**config.mk**
```make
export PLATFORM = sky130hd
export DESIGN_NAME = opbr_reader
export DESIGN_NICKNAME = d
export VERILOG_FILES = /design/src/opbr_fuse_array.v /design/src/opbr_bank_pick.v /design/src/opbr_reader.v
export VERILOG_INCLUDE_DIRS = /design/src
export SDC_FILE = /design/constraint.sdc
export NUM_CORES = 2
export LEC_CHECK = 0
export ABC_CLOCK_PERIOD_IN_PS = 5770
export BUFFER_PORTS_ARGS = -buffer_cell sky130_fd_sc_hd__buf_2
export CAP_MARGIN = 10
export CORE_AREA = 2 2 315 317
export DETAILED_ROUTE_END_ITERATION = 12
export DIE_AREA = 0 0 317 319
export PLACE_DENSITY_LB_ADDON = 0.08
export SYNTH_ARGS = -nofsm -noshare
export SYNTH_HDL_FRONTEND = slang
export SYNTH_SLANG_ARGS = --single-unit
```
**constraint.sdc**
```tcl
create_clock -name REF_CLK -period 5.77 [get_ports REF_CLK]
set_clock_uncertainty 0.15 [all_clocks]
set_input_delay 0.8655 -clock REF_CLK [delete_from_list [all_inputs] [get_ports REF_CLK]]
set_output_delay 0.8655 -clock REF_CLK [all_outputs]
set_load 0.01 [all_outputs]
```
**src/opbr_defines.vh**
```
// Constants for the parameter fuse bank reader
`ifndef OPBR_DEFINES_VH
`define OPBR_DEFINES_VH
// Geometry
`define OPBR_BANKS          6
`define OPBR_BANK_BITS      128
`define OPBR_FUSE_BITS      768
`define OPBR_FIXED_BITS     108
// Bank layout
`define OPBR_USED_BIT       0
`define OPBR_INVALID_BIT    1
`define OPBR_MAC_VALID_BIT  2
`define OPBR_MAC_LSB        3
`define OPBR_MAC_MSB        50
`define OPBR_ADC_VALID_BIT  51
`define OPBR_ADC_LSB        52
`define OPBR_ADC_MSB        59
`define OPBR_XO_VALID_BIT   60
`define OPBR_XO_LSB         61
`define OPBR_XO_MSB         75
`define OPBR_IQG_VALID_BIT  76
`define OPBR_IQG_LSB        77
`define OPBR_IQG_MSB        85
`define OPBR_IQP_VALID_BIT  86
`define OPBR_IQP_LSB        87
`define OPBR_IQP_MSB        95
// Register byte offsets
`define OPBR_CTRL_OFS       8'h00
`define OPBR_STATUS_OFS     8'h04
`define OPBR_PADDR_OFS      8'h08
`define OPBR_PDATA_OFS      8'h0C
`define OPBR_RAW_OFS        8'h10
`define OPBR_MACLO_OFS      8'h14
`define OPBR_MACHI_OFS      8'h18
`define OPBR_RADLO_OFS      8'h1C
`define OPBR_RADHI_OFS      8'h20
`define OPBR_CAL_OFS        8'h24
`define OPBR_IQ_OFS         8'h28
// Control bits
`define OPBR_CTRL_RELOAD    0
`define OPBR_CTRL_PROG      1
// Reset values
`define OPBR_PADDR_RST      32'h00000000
`define OPBR_PDATA_RST      32'h00000000
// Timing: fuse program pulse
`define OPBR_CLK_PERIOD_NS  10
`define OPBR_PROG_TIME_NS   10000
`define OPBR_PROG_CYCLES    ((`OPBR_PROG_TIME_NS + `OPBR_CLK_PERIOD_NS - 1) / `OPBR_CLK_PERIOD_NS)
`endif

```
**src/opbr_fuse_array.v**
```verilog
// Fuse storage: six independent banks, bits only ever blow from 0 to 1
`timescale 1ns/10ps
`default_nettype none
`include "opbr_defines.vh"
module opbr_fuse_array #(
  parameter [47:0] SHIP_MAC = 48'h000000000001,
  parameter [14:0] SHIP_XO  = 15'h0000,
  parameter [8:0]  SHIP_IQG = 9'h000,
  parameter [8:0]  SHIP_IQP = 9'h000
) (
  input  wire         clk,
  input  wire         rst,
  input  wire         wr_en,
  input  wire [2:0]   wr_bank,
  input  wire [1:0]   wr_word,
  input  wire [31:0]  wr_data,
  output wire [767:0] fuse_flat
);
  genvar b;
  generate
    for (b = 0; b < `OPBR_BANKS; b = b + 1) begin : g_bank
      reg [127:0] bits;
      // Reset models power-up image; programming ORs one word into its own bank
      always @(posedge clk) begin
        if (rst) begin
          bits <= 128'h0;
          if (b == 3) begin
            bits[`OPBR_USED_BIT]                 <= 1'b1;
            bits[`OPBR_MAC_VALID_BIT]            <= 1'b1;
            bits[`OPBR_MAC_MSB:`OPBR_MAC_LSB]    <= SHIP_MAC;
            bits[`OPBR_XO_VALID_BIT]             <= 1'b1;
            bits[`OPBR_XO_MSB:`OPBR_XO_LSB]      <= SHIP_XO;
            bits[`OPBR_IQG_VALID_BIT]            <= 1'b1;
            bits[`OPBR_IQG_MSB:`OPBR_IQG_LSB]    <= SHIP_IQG;
            bits[`OPBR_IQP_VALID_BIT]            <= 1'b1;
            bits[`OPBR_IQP_MSB:`OPBR_IQP_LSB]    <= SHIP_IQP;
          end
        end else if (wr_en && wr_bank == b) begin
          bits[{wr_word, 5'h00} +: 32] <= bits[{wr_word, 5'h00} +: 32] | wr_data;
        end
      end
      assign fuse_flat[b*128 +: 128] = bits;
    end
  endgenerate
endmodule // opbr_fuse_array
`default_nettype wire

```
**src/opbr_bank_pick.v**
```verilog
// Active bank choice: highest bank marked used and not invalidated
`timescale 1ns/10ps
`default_nettype none
`include "opbr_defines.vh"
module opbr_bank_pick (
  input  wire [767:0] fuse_flat,
  output reg  [2:0]   sel_idx,
  output reg          none_found,
  output reg  [127:0] sel_bank
);
  wire [5:0] qual;
  integer i;
  genvar b;
  generate
    for (b = 0; b < `OPBR_BANKS; b = b + 1) begin : g_qual
      // Bank qualifies when used and not invalid
      assign qual[b] = fuse_flat[b*128 + `OPBR_USED_BIT] & ~fuse_flat[b*128 + `OPBR_INVALID_BIT];
    end
  endgenerate
  // Later banks override earlier ones
  always @* begin
    sel_idx    = 3'h0;
    none_found = 1'b1;
    sel_bank   = 128'h0;
    for (i = 0; i < `OPBR_BANKS; i = i + 1) begin
      if (qual[i]) begin
        sel_idx    = i[2:0];
        none_found = 1'b0;
        sel_bank   = fuse_flat[i*128 +: 128];
      end
    end
  end
endmodule // opbr_bank_pick
`default_nettype wire

```
**src/opbr_reader.v**
```verilog
// Parameter fuse bank reader with APB register access
//
// The implementer's own choices: the APB register port and the placing of the registers.
`timescale 1ns/10ps
`default_nettype none
`include "opbr_defines.vh"
// Summary of operation
// - 768 fuse bits in six 128-bit banks, readable once reset completes
// - All banks share one layout: 108 fixed-purpose bits, 20 software bits
// - Each parameter field has a flag: 0 unusable, 1 valid
// - Any bank can be programmed on its own, allowing repeated updates
// - Bank 3 ships holding address, frequency offset and IQ trims
// - Radio address is the stored station address plus one
// - IQ trims load only when both IQ flags are 1, else ignored
module opbr_reader #(
  parameter [15:0] PROG_CYCLES = `OPBR_PROG_CYCLES,
  parameter [47:0] SHIP_MAC    = 48'h000000000001,
  parameter [14:0] SHIP_XO     = 15'h0000,
  parameter [8:0]  SHIP_IQG    = 9'h000,
  parameter [8:0]  SHIP_IQP    = 9'h000
) (
  input  wire        REF_CLK,
  input  wire        RST,
  input  wire        PSEL,
  input  wire        PENABLE,
  input  wire        PWRITE,
  input  wire [7:0]  PADDR,
  input  wire [31:0] PWDATA,
  output reg  [31:0] PRDATA,
  output reg         PREADY,
  output reg         PSLVERR,
  output reg         PARAM_READY,
  output reg         NO_PARAMS
);
  localparam [3:0] ST_BOOT = 4'b0001;
  localparam [3:0] ST_LOAD = 4'b0010;
  localparam [3:0] ST_IDLE = 4'b0100;
  localparam [3:0] ST_PROG = 4'b1000;

  // Sequencer, pulse timer and program target
  reg  [3:0]   state;
  reg  [3:0]   next_state;
  reg  [15:0]  prog_cnt;
  reg          prog_pend;
  reg          reload_pend;
  reg  [31:0]  prog_addr;
  reg  [31:0]  prog_data;
  reg          fuse_wr;
  reg  [2:0]   act_bank;
  // Captured parameters
  reg  [47:0]  mac;
  reg          mac_valid;
  reg  [47:0]  radio_addr;
  reg  [7:0]   adc_cal;
  reg          adc_valid;
  reg  [14:0]  xo_trim;
  reg          xo_valid;
  reg  [8:0]   iq_gain_trim;
  reg          iq_gain_valid;
  reg  [8:0]   iq_phase_trim;
  reg          iq_phase_valid;
  reg          iq_loaded;
  reg  [31:0]  rd_mux;
  reg          rd_err;
  reg  [31:0]  raw_word;
  reg  [2:0]   pulse_bank;
  reg  [1:0]   pulse_word;
  reg  [31:0]  pulse_data;
  // Bank choice and bus decode
  wire [767:0] fuse_flat;
  wire [2:0]   sel_idx;
  wire         none_found;
  wire [127:0] sel_bank;
  wire         setup_ph;
  wire         wr_take;
  wire         ctrl_wr;
  wire         take_prog;
  wire         take_reload;
  wire [2:0]   pa_bank;
  wire [1:0]   pa_word;
  wire [15:0]  pulse_len;
  wire         busy;
  wire [31:0]  status_word;

  // Bus phase decode
  assign setup_ph    = PSEL & ~PENABLE;
  assign wr_take     = PSEL & PENABLE & PREADY & PWRITE & ~PSLVERR;
  assign ctrl_wr     = wr_take & (PADDR == `OPBR_CTRL_OFS);
  assign take_prog   = (state == ST_IDLE) & prog_pend;
  assign take_reload = (state == ST_IDLE) & ~prog_pend & reload_pend;
  assign pa_bank     = prog_addr[2:0];
  assign pa_word     = prog_addr[5:4];

  // A zero count would wrap and stretch the pulse to 65536 cycles
  assign pulse_len   = (PROG_CYCLES == 16'h0000) ? 16'h0001 : PROG_CYCLES;

  // Status word; busy covers a pending and a running program
  assign busy        = (state == ST_PROG) | prog_pend;
  assign status_word = {23'h0, iq_loaded, 1'b0, act_bank, 1'b0, busy, NO_PARAMS, PARAM_READY};

  // Fuse storage
  opbr_fuse_array #(
    .SHIP_MAC (SHIP_MAC),
    .SHIP_XO  (SHIP_XO),
    .SHIP_IQG (SHIP_IQG),
    .SHIP_IQP (SHIP_IQP)
  ) u_array (
    .clk       (REF_CLK),
    .rst       (RST),
    .wr_en     (fuse_wr),
    .wr_bank   (pulse_bank),
    .wr_word   (pulse_word),
    .wr_data   (pulse_data),
    .fuse_flat (fuse_flat)
  );

  // Active bank selection
  opbr_bank_pick u_pick (
    .fuse_flat  (fuse_flat),
    .sel_idx    (sel_idx),
    .none_found (none_found),
    .sel_bank   (sel_bank)
  );

  // Sequencer next state
  always @* begin
    case (state)
      ST_BOOT: next_state = ST_LOAD;
      ST_LOAD: next_state = ST_IDLE;
      ST_IDLE: begin
        if (take_prog) begin
          next_state = ST_PROG;
        end else if (take_reload) begin
          next_state = ST_LOAD;
        end else begin
          next_state = ST_IDLE;
        end
      end
      ST_PROG: next_state = (prog_cnt == 16'h0001) ? ST_IDLE : ST_PROG;
      default: next_state = ST_BOOT;
    endcase
  end

  // Sequencer state and program pulse timer
  always @(posedge REF_CLK) begin
    if (RST) begin
      state    <= ST_BOOT;
      prog_cnt <= 16'h0000;
      fuse_wr  <= 1'b0;
    end else begin
      state   <= next_state;
      fuse_wr <= (state == ST_PROG) && (prog_cnt == 16'h0001);
      if (take_prog) begin
        prog_cnt <= pulse_len;
      end else if (state == ST_PROG) begin
        prog_cnt <= prog_cnt - 16'h0001;
      end
    end
  end

  // Pending requests; a new request beats the take in the same cycle
  always @(posedge REF_CLK) begin
    if (RST) begin
      prog_pend   <= 1'b0;
      reload_pend <= 1'b0;
    end else begin
      prog_pend   <= (ctrl_wr & PWDATA[`OPBR_CTRL_PROG]) | (prog_pend & ~take_prog);
      reload_pend <= (ctrl_wr & PWDATA[`OPBR_CTRL_RELOAD]) | (reload_pend & ~take_reload);
    end
  end

  // Program address and data registers
  always @(posedge REF_CLK) begin
    if (RST) begin
      prog_addr <= `OPBR_PADDR_RST;
      prog_data <= `OPBR_PDATA_RST;
    end else if (wr_take) begin
      if (PADDR == `OPBR_PADDR_OFS) begin
        prog_addr <= {26'h0, PWDATA[5:4], 1'b0, PWDATA[2:0]};
      end
      if (PADDR == `OPBR_PDATA_OFS) begin
        prog_data <= PWDATA;
      end
    end
  end

  // Program target frozen as the pulse starts, so bus writes cannot retarget a running pulse
  always @(posedge REF_CLK) begin
    if (RST) begin
      pulse_bank <= 3'h7;
      pulse_word <= 2'h0;
      pulse_data <= 32'h00000000;
    end else if (take_prog) begin
      pulse_bank <= pa_bank;
      pulse_word <= pa_word;
      pulse_data <= prog_data;
    end
  end

  // Load status from the active bank choice
  always @(posedge REF_CLK) begin
    if (RST) begin
      PARAM_READY <= 1'b0;
      NO_PARAMS   <= 1'b0;
      act_bank    <= 3'h0;
    end else if (state == ST_LOAD) begin
      PARAM_READY <= 1'b1;
      NO_PARAMS   <= none_found;
      act_bank    <= sel_idx;
    end
  end

  // Address and calibration fields; a clear flag forces its field to zero
  always @(posedge REF_CLK) begin
    if (RST) begin
      mac        <= 48'h0;
      mac_valid  <= 1'b0;
      radio_addr <= 48'h0;
      adc_cal    <= 8'h00;
      adc_valid  <= 1'b0;
      xo_trim    <= 15'h0000;
      xo_valid   <= 1'b0;
    end else if (state == ST_LOAD) begin
      // Layout is common to all banks
      mac_valid  <= sel_bank[`OPBR_MAC_VALID_BIT];
      mac        <= sel_bank[`OPBR_MAC_VALID_BIT] ? sel_bank[`OPBR_MAC_MSB:`OPBR_MAC_LSB] : 48'h0;
      radio_addr <= sel_bank[`OPBR_MAC_VALID_BIT] ? sel_bank[`OPBR_MAC_MSB:`OPBR_MAC_LSB] + 48'h1 : 48'h0;
      adc_valid  <= sel_bank[`OPBR_ADC_VALID_BIT];
      adc_cal    <= sel_bank[`OPBR_ADC_VALID_BIT] ? sel_bank[`OPBR_ADC_MSB:`OPBR_ADC_LSB] : 8'h00;
      xo_valid   <= sel_bank[`OPBR_XO_VALID_BIT];
      xo_trim    <= sel_bank[`OPBR_XO_VALID_BIT] ? sel_bank[`OPBR_XO_MSB:`OPBR_XO_LSB] : 15'h0000;
    end
  end

  // IQ trims: the pair is taken only as a whole, single flags still reported
  always @(posedge REF_CLK) begin
    if (RST) begin
      iq_gain_trim   <= 9'h000;
      iq_gain_valid  <= 1'b0;
      iq_phase_trim  <= 9'h000;
      iq_phase_valid <= 1'b0;
      iq_loaded      <= 1'b0;
    end else if (state == ST_LOAD) begin
      iq_gain_valid  <= sel_bank[`OPBR_IQG_VALID_BIT];
      iq_phase_valid <= sel_bank[`OPBR_IQP_VALID_BIT];
      if (sel_bank[`OPBR_IQG_VALID_BIT] & sel_bank[`OPBR_IQP_VALID_BIT]) begin
        iq_gain_trim  <= sel_bank[`OPBR_IQG_MSB:`OPBR_IQG_LSB];
        iq_phase_trim <= sel_bank[`OPBR_IQP_MSB:`OPBR_IQP_LSB];
        iq_loaded     <= 1'b1;
      end else begin
        iq_gain_trim  <= 9'h000;
        iq_phase_trim <= 9'h000;
        iq_loaded     <= 1'b0;
      end
    end
  end

  // Raw fuse word addressed by the program address
  always @* begin
    if (pa_bank < 3'h6) begin
      raw_word = fuse_flat[{pa_bank, pa_word, 5'h00} +: 32];
    end else begin
      raw_word = 32'h00000000;
    end
  end

  // Register read decode
  always @* begin
    rd_mux = 32'h00000000;
    rd_err = 1'b0;
    case (PADDR)
      `OPBR_CTRL_OFS:   rd_mux = 32'h00000000;
      `OPBR_STATUS_OFS: rd_mux = status_word;
      `OPBR_PADDR_OFS:  rd_mux = prog_addr;
      `OPBR_PDATA_OFS:  rd_mux = prog_data;
      `OPBR_RAW_OFS:    rd_mux = raw_word;
      `OPBR_MACLO_OFS:  rd_mux = mac[31:0];
      `OPBR_MACHI_OFS:  rd_mux = {mac_valid, 15'h0, mac[47:32]};
      `OPBR_RADLO_OFS:  rd_mux = radio_addr[31:0];
      `OPBR_RADHI_OFS:  rd_mux = {mac_valid, 15'h0, radio_addr[47:32]};
      `OPBR_CAL_OFS:    rd_mux = {7'h0, xo_trim, xo_valid, adc_valid, adc_cal};
      `OPBR_IQ_OFS:     rd_mux = {12'h0, iq_phase_valid, iq_phase_trim, iq_gain_valid, iq_gain_trim};
      default:          rd_err = 1'b1;
    endcase
  end

  // APB answer: ready in the first access cycle
  always @(posedge REF_CLK) begin
    if (RST) begin
      PRDATA  <= 32'h00000000;
      PREADY  <= 1'b0;
      PSLVERR <= 1'b0;
    end else if (setup_ph) begin
      PRDATA  <= PWRITE ? 32'h00000000 : rd_mux;
      PREADY  <= 1'b1;
      PSLVERR <= rd_err;
    end else begin
      PRDATA  <= 32'h00000000;
      PREADY  <= 1'b0;
      PSLVERR <= 1'b0;
    end
  end
endmodule // opbr_reader
`default_nettype wire

```
[After elaboration in Yosys (flattened, before gate mapping)]
Index checks and enable logic that the tools add are counted.
Storage, ports and cells
  register bits after elaboration: 1047
  output and inout bits: 36
  logic and storage cells: 170
Operators by class
  add/sub/neg operators: 3
  $lt $le $gt $ge: 1
  equal/unequal tests: 20
  shifts and indexed selects: 14
  multiplexer cells: 40
  bitwise operators: 41
  reductions and logical operators: 16
Operators with widths (count)
  $bwmux 128: 6
  $shiftx 128x8->32: 6
  $shiftx 32x9->128: 6
  $shiftx 768x11->32: 1
  $mux 96: 6
  $pmux 32 s10: 1
  $or 32x32->32: 6
  $shift 32x9->128 const A: 1
  $mux 48: 2
  $add 48x1->48 const B: 1
  $eq 8x5->1 const B: 4
  $mux 32: 1
  $eq 8x6->1 const B: 3
  $and 1x1->1: 20
  $mux 10: 2
  $mux 9: 2
  $eq 16x1->1 const B: 1
  $eq 8x4->1 const B: 2
  $pmux 4 s4: 1
  $sub 16x1->16 const B: 1
  $mux 15: 1
  $not 1->1: 12
  $reduce_or 11->1: 1
  $mux 1: 10
  22 further kinds: 38

[Longest topological paths before layout]
  depth after elaboration: 10
  mapped depth: 16
  gate-level depth less buffers: 11

[Hierarchy]
From an unflattened synthesis, not the netlist that was laid out.
Second synthesis, totals
  cells, all modules: 5205
  area total of the unflattened synthesis: 52754.3 µm²
By module, submodules not included
  opbr_fuse_array: instances 1, cells an instance 2494, area an instance 30023.8 µm²
  opbr_reader: instances 1, cells an instance 1963, area an instance 18591.6 µm²
  opbr_bank_pick: instances 1, cells an instance 748, area an instance 4139.0 µm²

[Worst setup path after synthesis]
Ideal clock, no wire load.
  path kind: register -> register
  start point: register u_array.g_bank[1].bits[1]
  end point: register radio_addr[41]
  setup time: 0.117 ns
  arrival time: 3.010 ns
  path slack: 2.493 ns
  stages on the path, launching flop included: 12
  clock period less this slack: 3.277 ns
  path through: dfxtp_1 -> nand2b_1 -> buf_6 -> buf_12 -> mux2_4 -> nand2_1 -> a32o_2 -> nor4_4 -> nand4_2 -> or4_4 -> or4_1 -> a32o_1
Between the ends
  word-level cells in the longest chain between the ends: 9
Ends and longest elaborated chain
  from (decl): RTL line opbr_fuse_array.v:22  | reg [127:0] bits;
  from (signal, indexed assignment): RTL line opbr_fuse_array.v:39  | bits[{wr_word, 5'h00} +: 32] <= bits[{wr_word, 5'h00} +: 32] | wr_data;
  $not 1->1 *: RTL line opbr_bank_pick.v:17  | assign qual[b] = fuse_flat[b*128 + `OPBR_USED_BIT] & ~fuse_flat[b*128 + `OPBR_INVALID_BIT];
  $and 1x1->1 *: RTL line opbr_bank_pick.v:17
  $mux 96 * (5 in series): RTL line opbr_bank_pick.v:26  | if (qual[i]) begin
  $add 48x1->48: RTL line opbr_reader.v:227  | radio_addr <= sel_bank[`OPBR_MAC_VALID_BIT] ? sel_bank[`OPBR_MAC_MSB:`OPBR_MAC_LSB] + 48'h1 : 48'h0;
  $mux 48 *: RTL line opbr_reader.v:227
  to (signal assigned): RTL line opbr_reader.v:227
  to (decl): RTL line opbr_reader.v:53  | reg [47:0] radio_addr;
Every way passes the cells marked *; elsewhere a longest branch is shown, timed or not.
A chain may end at the register's enable or synchronous reset.

[Worst setup path after layout]
  start point: register u_array.g_bank[1].bits[1]
  end point: register radio_addr[46]
The elaborated chain is that of the path after synthesis.

==> flow_summary.yaml <==
setup_path:
  critPathMaxFanout: 50
  critPathLaunchType: "flip-flop"
  crit_type: "reg -> reg"
  crit_chain: "nand2b_4 -> mux2_2 -> nand2_1 -> a32o_1 -> nor4_4 -> nand3b_1 -> nor3_1 -> mux2i_1 -> nand3_1"
  arrival_ns: 5.14
  required_ns: 6.23
  slowest_delay_ns: 0.82
  cp_slowest_cell: "nor3_1"
  crit_path_end_kind: "flip-flop"
routing:
  wl_per_cell_um: 33.16
  dr.pass1.iters: 10
  routed-wl-met3_um: 39880
  vias_per_cell: 7.249
  drtIter0Drc: 8901
  route.detailed.drc: 0
  drt-met1-wl_um: 88000
  wl_met2_um: 91020
  routed_wl_um: 227500
  routed.top_layer: "met5"
  vias: 49740
  detail-route-antenna-nets: 0
timing:
  hold_viol_final: 0
  finalCriticalPeriod_ns: 4.682
  worstMarginPinSlew_ns: 1.361
  fin_crit_sh: 0.8114
  maxSlewViolCount: 0
  setup_viol: 0
  max_freq_mhz: 213.6
  rsz0062_at_grt: "no"
  fin_tns_setup_ns: 0
  relSlewSlack: 0.08297
synth:
  syn_area_um2: 53360
  syn_avg_cell_area_um2: 9.454
  synth_edf_count: 0
  synth_top_family_by_area: "multiplexers"
  synth_top_area_share: 0.3928
  async_flop_share: 0
  synth-seq-cells: 1047
  synthSimpleGateAreaFrac: 0.1600
  synth_most_common_cell: "nor2_1"
  syn_inst: 5644
  synth_area_leaders: "dfxtp_1 39%, mux4_2 17%, a22oi_1 12%"
  synth.distinct_cells: 84
  synth_compound_gate_area_share: 0.1977
  synth_top_area_cell: "dfxtp_1"
  netlist_top_cells_count: "1064 x nor2_1, 1047 x dfxtp_1, 825 x a22oi_1"
  synth-xor-area-share: 0.007386
  yosysSeqAreaShare: 0.3928
  muxShareOfSynthArea: 0.1983
  yosysWarnings: 0
  synth-adder-area-share: 0.001641
  synthesis.nets: 5696
  ys.flop_type: "dfxtp_1"
worst_hold_path:
  min_path_type: "in -> reg"
global_route:
  grt_pass1_wl_um: 324700
  grt_use_total: 0.4395
  antenna_found_initial: 16
  grt_overflow: 0
  grt_pass1_vias: 44830
  grt_start_max_net_pins: 211
cts:
  clk_pin_slew_ns: 0.06
  cts_tree: "yes"
  h-tree-depth: 3
  clock_sinks: 1047
  cts_buffer_depth: 3
  cts_setup_buffers: 0
  cts_buffers: 113
  clock_latency_ns: 0.73
  cts_resized: 0
  ctsHoldBuffers: 0
  cts_root_buf: "clkbuf_16"
pwr:
  swShare: 0.2274
  switchingPower_uw: 3481
  p_seq_frac: 0.474
  power.total_uw: 15310
  combPwrFrac: 0.023
  p_int_uw: 11830
  p_clk_frac: 0.503
  irDropWorstVdd_mv: 0.2155
  power.leakage_uw: 0.02028
  powerDensity_nw_per_um2: 260.2
place:
  post_dp_cell_area_um2: 54940
  gp_congestion: 1.024
  hpwlAfterDp_um: 153800
  io_buffers: 80
outcome:
  status: "finished, final reports clean"
die:
  core_region_area_um2: 97700
  die_area_um2: 101100
  die-width_um: 317
  start_util: 0.5461
  num_io_pins: 81
  fp.dieH_um: 319
  rows: 115
final_layout:
  nets: 5520
  final_util: 0.6022
  stdcell_area_um2: 58840
  post_route_cells_drive_above_1_share: 0.2102
  area_growth_pct: 10.26
  fillers: 8483
job:
  drv_cap: 0
-- power by group through the flow --
stage          sequential [uW]  combinational (uW)  clock (uW)
2_1_floorplan             7410                 225           0
3_3_place_gp              7420                 338           0
3_5_place_dp              7420                 335           0
4_1_cts                   7260                 335        7690
5_1_grt                   7260                 362        8000
6_report                  7260                 348        7700
-- final timing paths --
check	startpoint	end	slack (ns)	cells after the start
min reg2reg	mac_valid	mac_valid	0.31	2
max	u_array.g_bank[1].bits[1]	radio_addr[46]	1.09	9
min	PWDATA[21]	prog_data[21]	0.23	3
max reg2reg	u_array.g_bank[1].bits[1]	radio_addr[46]	1.09	9
-- cell usage in the layout, fill, tap and decap left out, types with 9 or more instances in the layout --
cell	instances
o22ai_1	25
clkbuf_1	29
a22oi_1	825
xor2_1	16
or3_1	15
buf_12	16
a31oi_1	9
clkinv_2	24
a2bb2oi_1	12
o311ai_0	43
nand2_1	500
clkbuf_16	114
diode_2	12
buf_4	140
nor4_1	22
a222oi_1	40
mux2i_1	59
bufinv_16	15
or2_2	200
nor2_1	1034
buf_2	79
clkbuf_8	17
mux2_2	54
a221oi_1	79
xnor2_1	29
mux4_2	413
nor2_4	25
o2111ai_1	9
and2_1	9
dfxtp_1	1041
o21ai_0	116
a21oi_1	216
o211ai_1	24
inv_1	26
nor3_1	41
nand4_1	10
nand2_2	19
nand3_1	47
-- logic make-up (layout without fill, tap and decap cells) --
logic type	after synthesis	count (layout)
other	0	12
multiplexers	530	530
adder cells (fa/ha/maj)	7	7
buffers and inverters	553	471
flip-flops	1047	1047
XOR/XNOR	45	45
AND/OR/NAND/NOR	1992	1992
AO/OA/AOI/OAI	1470	1470
-- per-layer routing --
metal | up-vias | track usage
li1 | 20780 | -
met1 | 24400 | 0.6185
met2 | 3998 | 0.5927
met3 | 543 | 0.2011
met4 | 18 | 0.1450
met5 | - | 0
-- sequential cells by signal (all words and copies together) (netlist names), 2 cells and up --
name and flops:
mac 48, PRDATA 32, prog_cnt 16, radio_addr 48
prog_addr 5, iq_phase_trim 9, prog_data 32, xo_trim 15
pulse_word 2, pulse_bank 3, iq_gain_trim 9, act_bank 3
pulse_data 32, adc_cal 8, state 4, u_array.g_bank.bits 768
-- through the flow --
| stage | worst slack (ns) | hold WS (ns) | std cells |
|---|---|---|---|
| 6_report | 1.088 | 0.2268 | 6861 |
| 3_5_place_dp | 1.261 | 0.2947 | 6640 |
| 2_1_floorplan | 2.493 | 0.2696 | 5644 |
| 5_1_grt | 0.9023 | 0.2245 | 6849 |
| 4_1_cts | 1.232 | 0.2015 | 6849 |
| 3_3_place_gp | 1.342 | 0.2887 | 6640 |
-- final cells by class --
cell class / count / area, um2 / share of cell area
multi-input combinational: 4044 / 30470 / 0.5178
sequential: 1047 / 20980 / 0.3566
clock buffer: 160 / 3196 / 0.05431
timing repair buffer: 236 / 1782 / 0.03028
tap: 1287 / 1610 / 0.02737
clock inverter: 49 / 673.1 / 0.01144
inverter: 26 / 97.59 / 0.001659
antenna: 12 / 30.03 / 0.0005104
-- critical path, delay by kind of cell, from the launching register on --
kind / cells / cell delay [ns]
AOI/OAI and AO/OA: 1 / 0.40
DFF: 1 / 0.43
muxes: 2 / 0.58
and+or+nand+nor: 6 / 2.93
(Power assumes the default switching activity.)
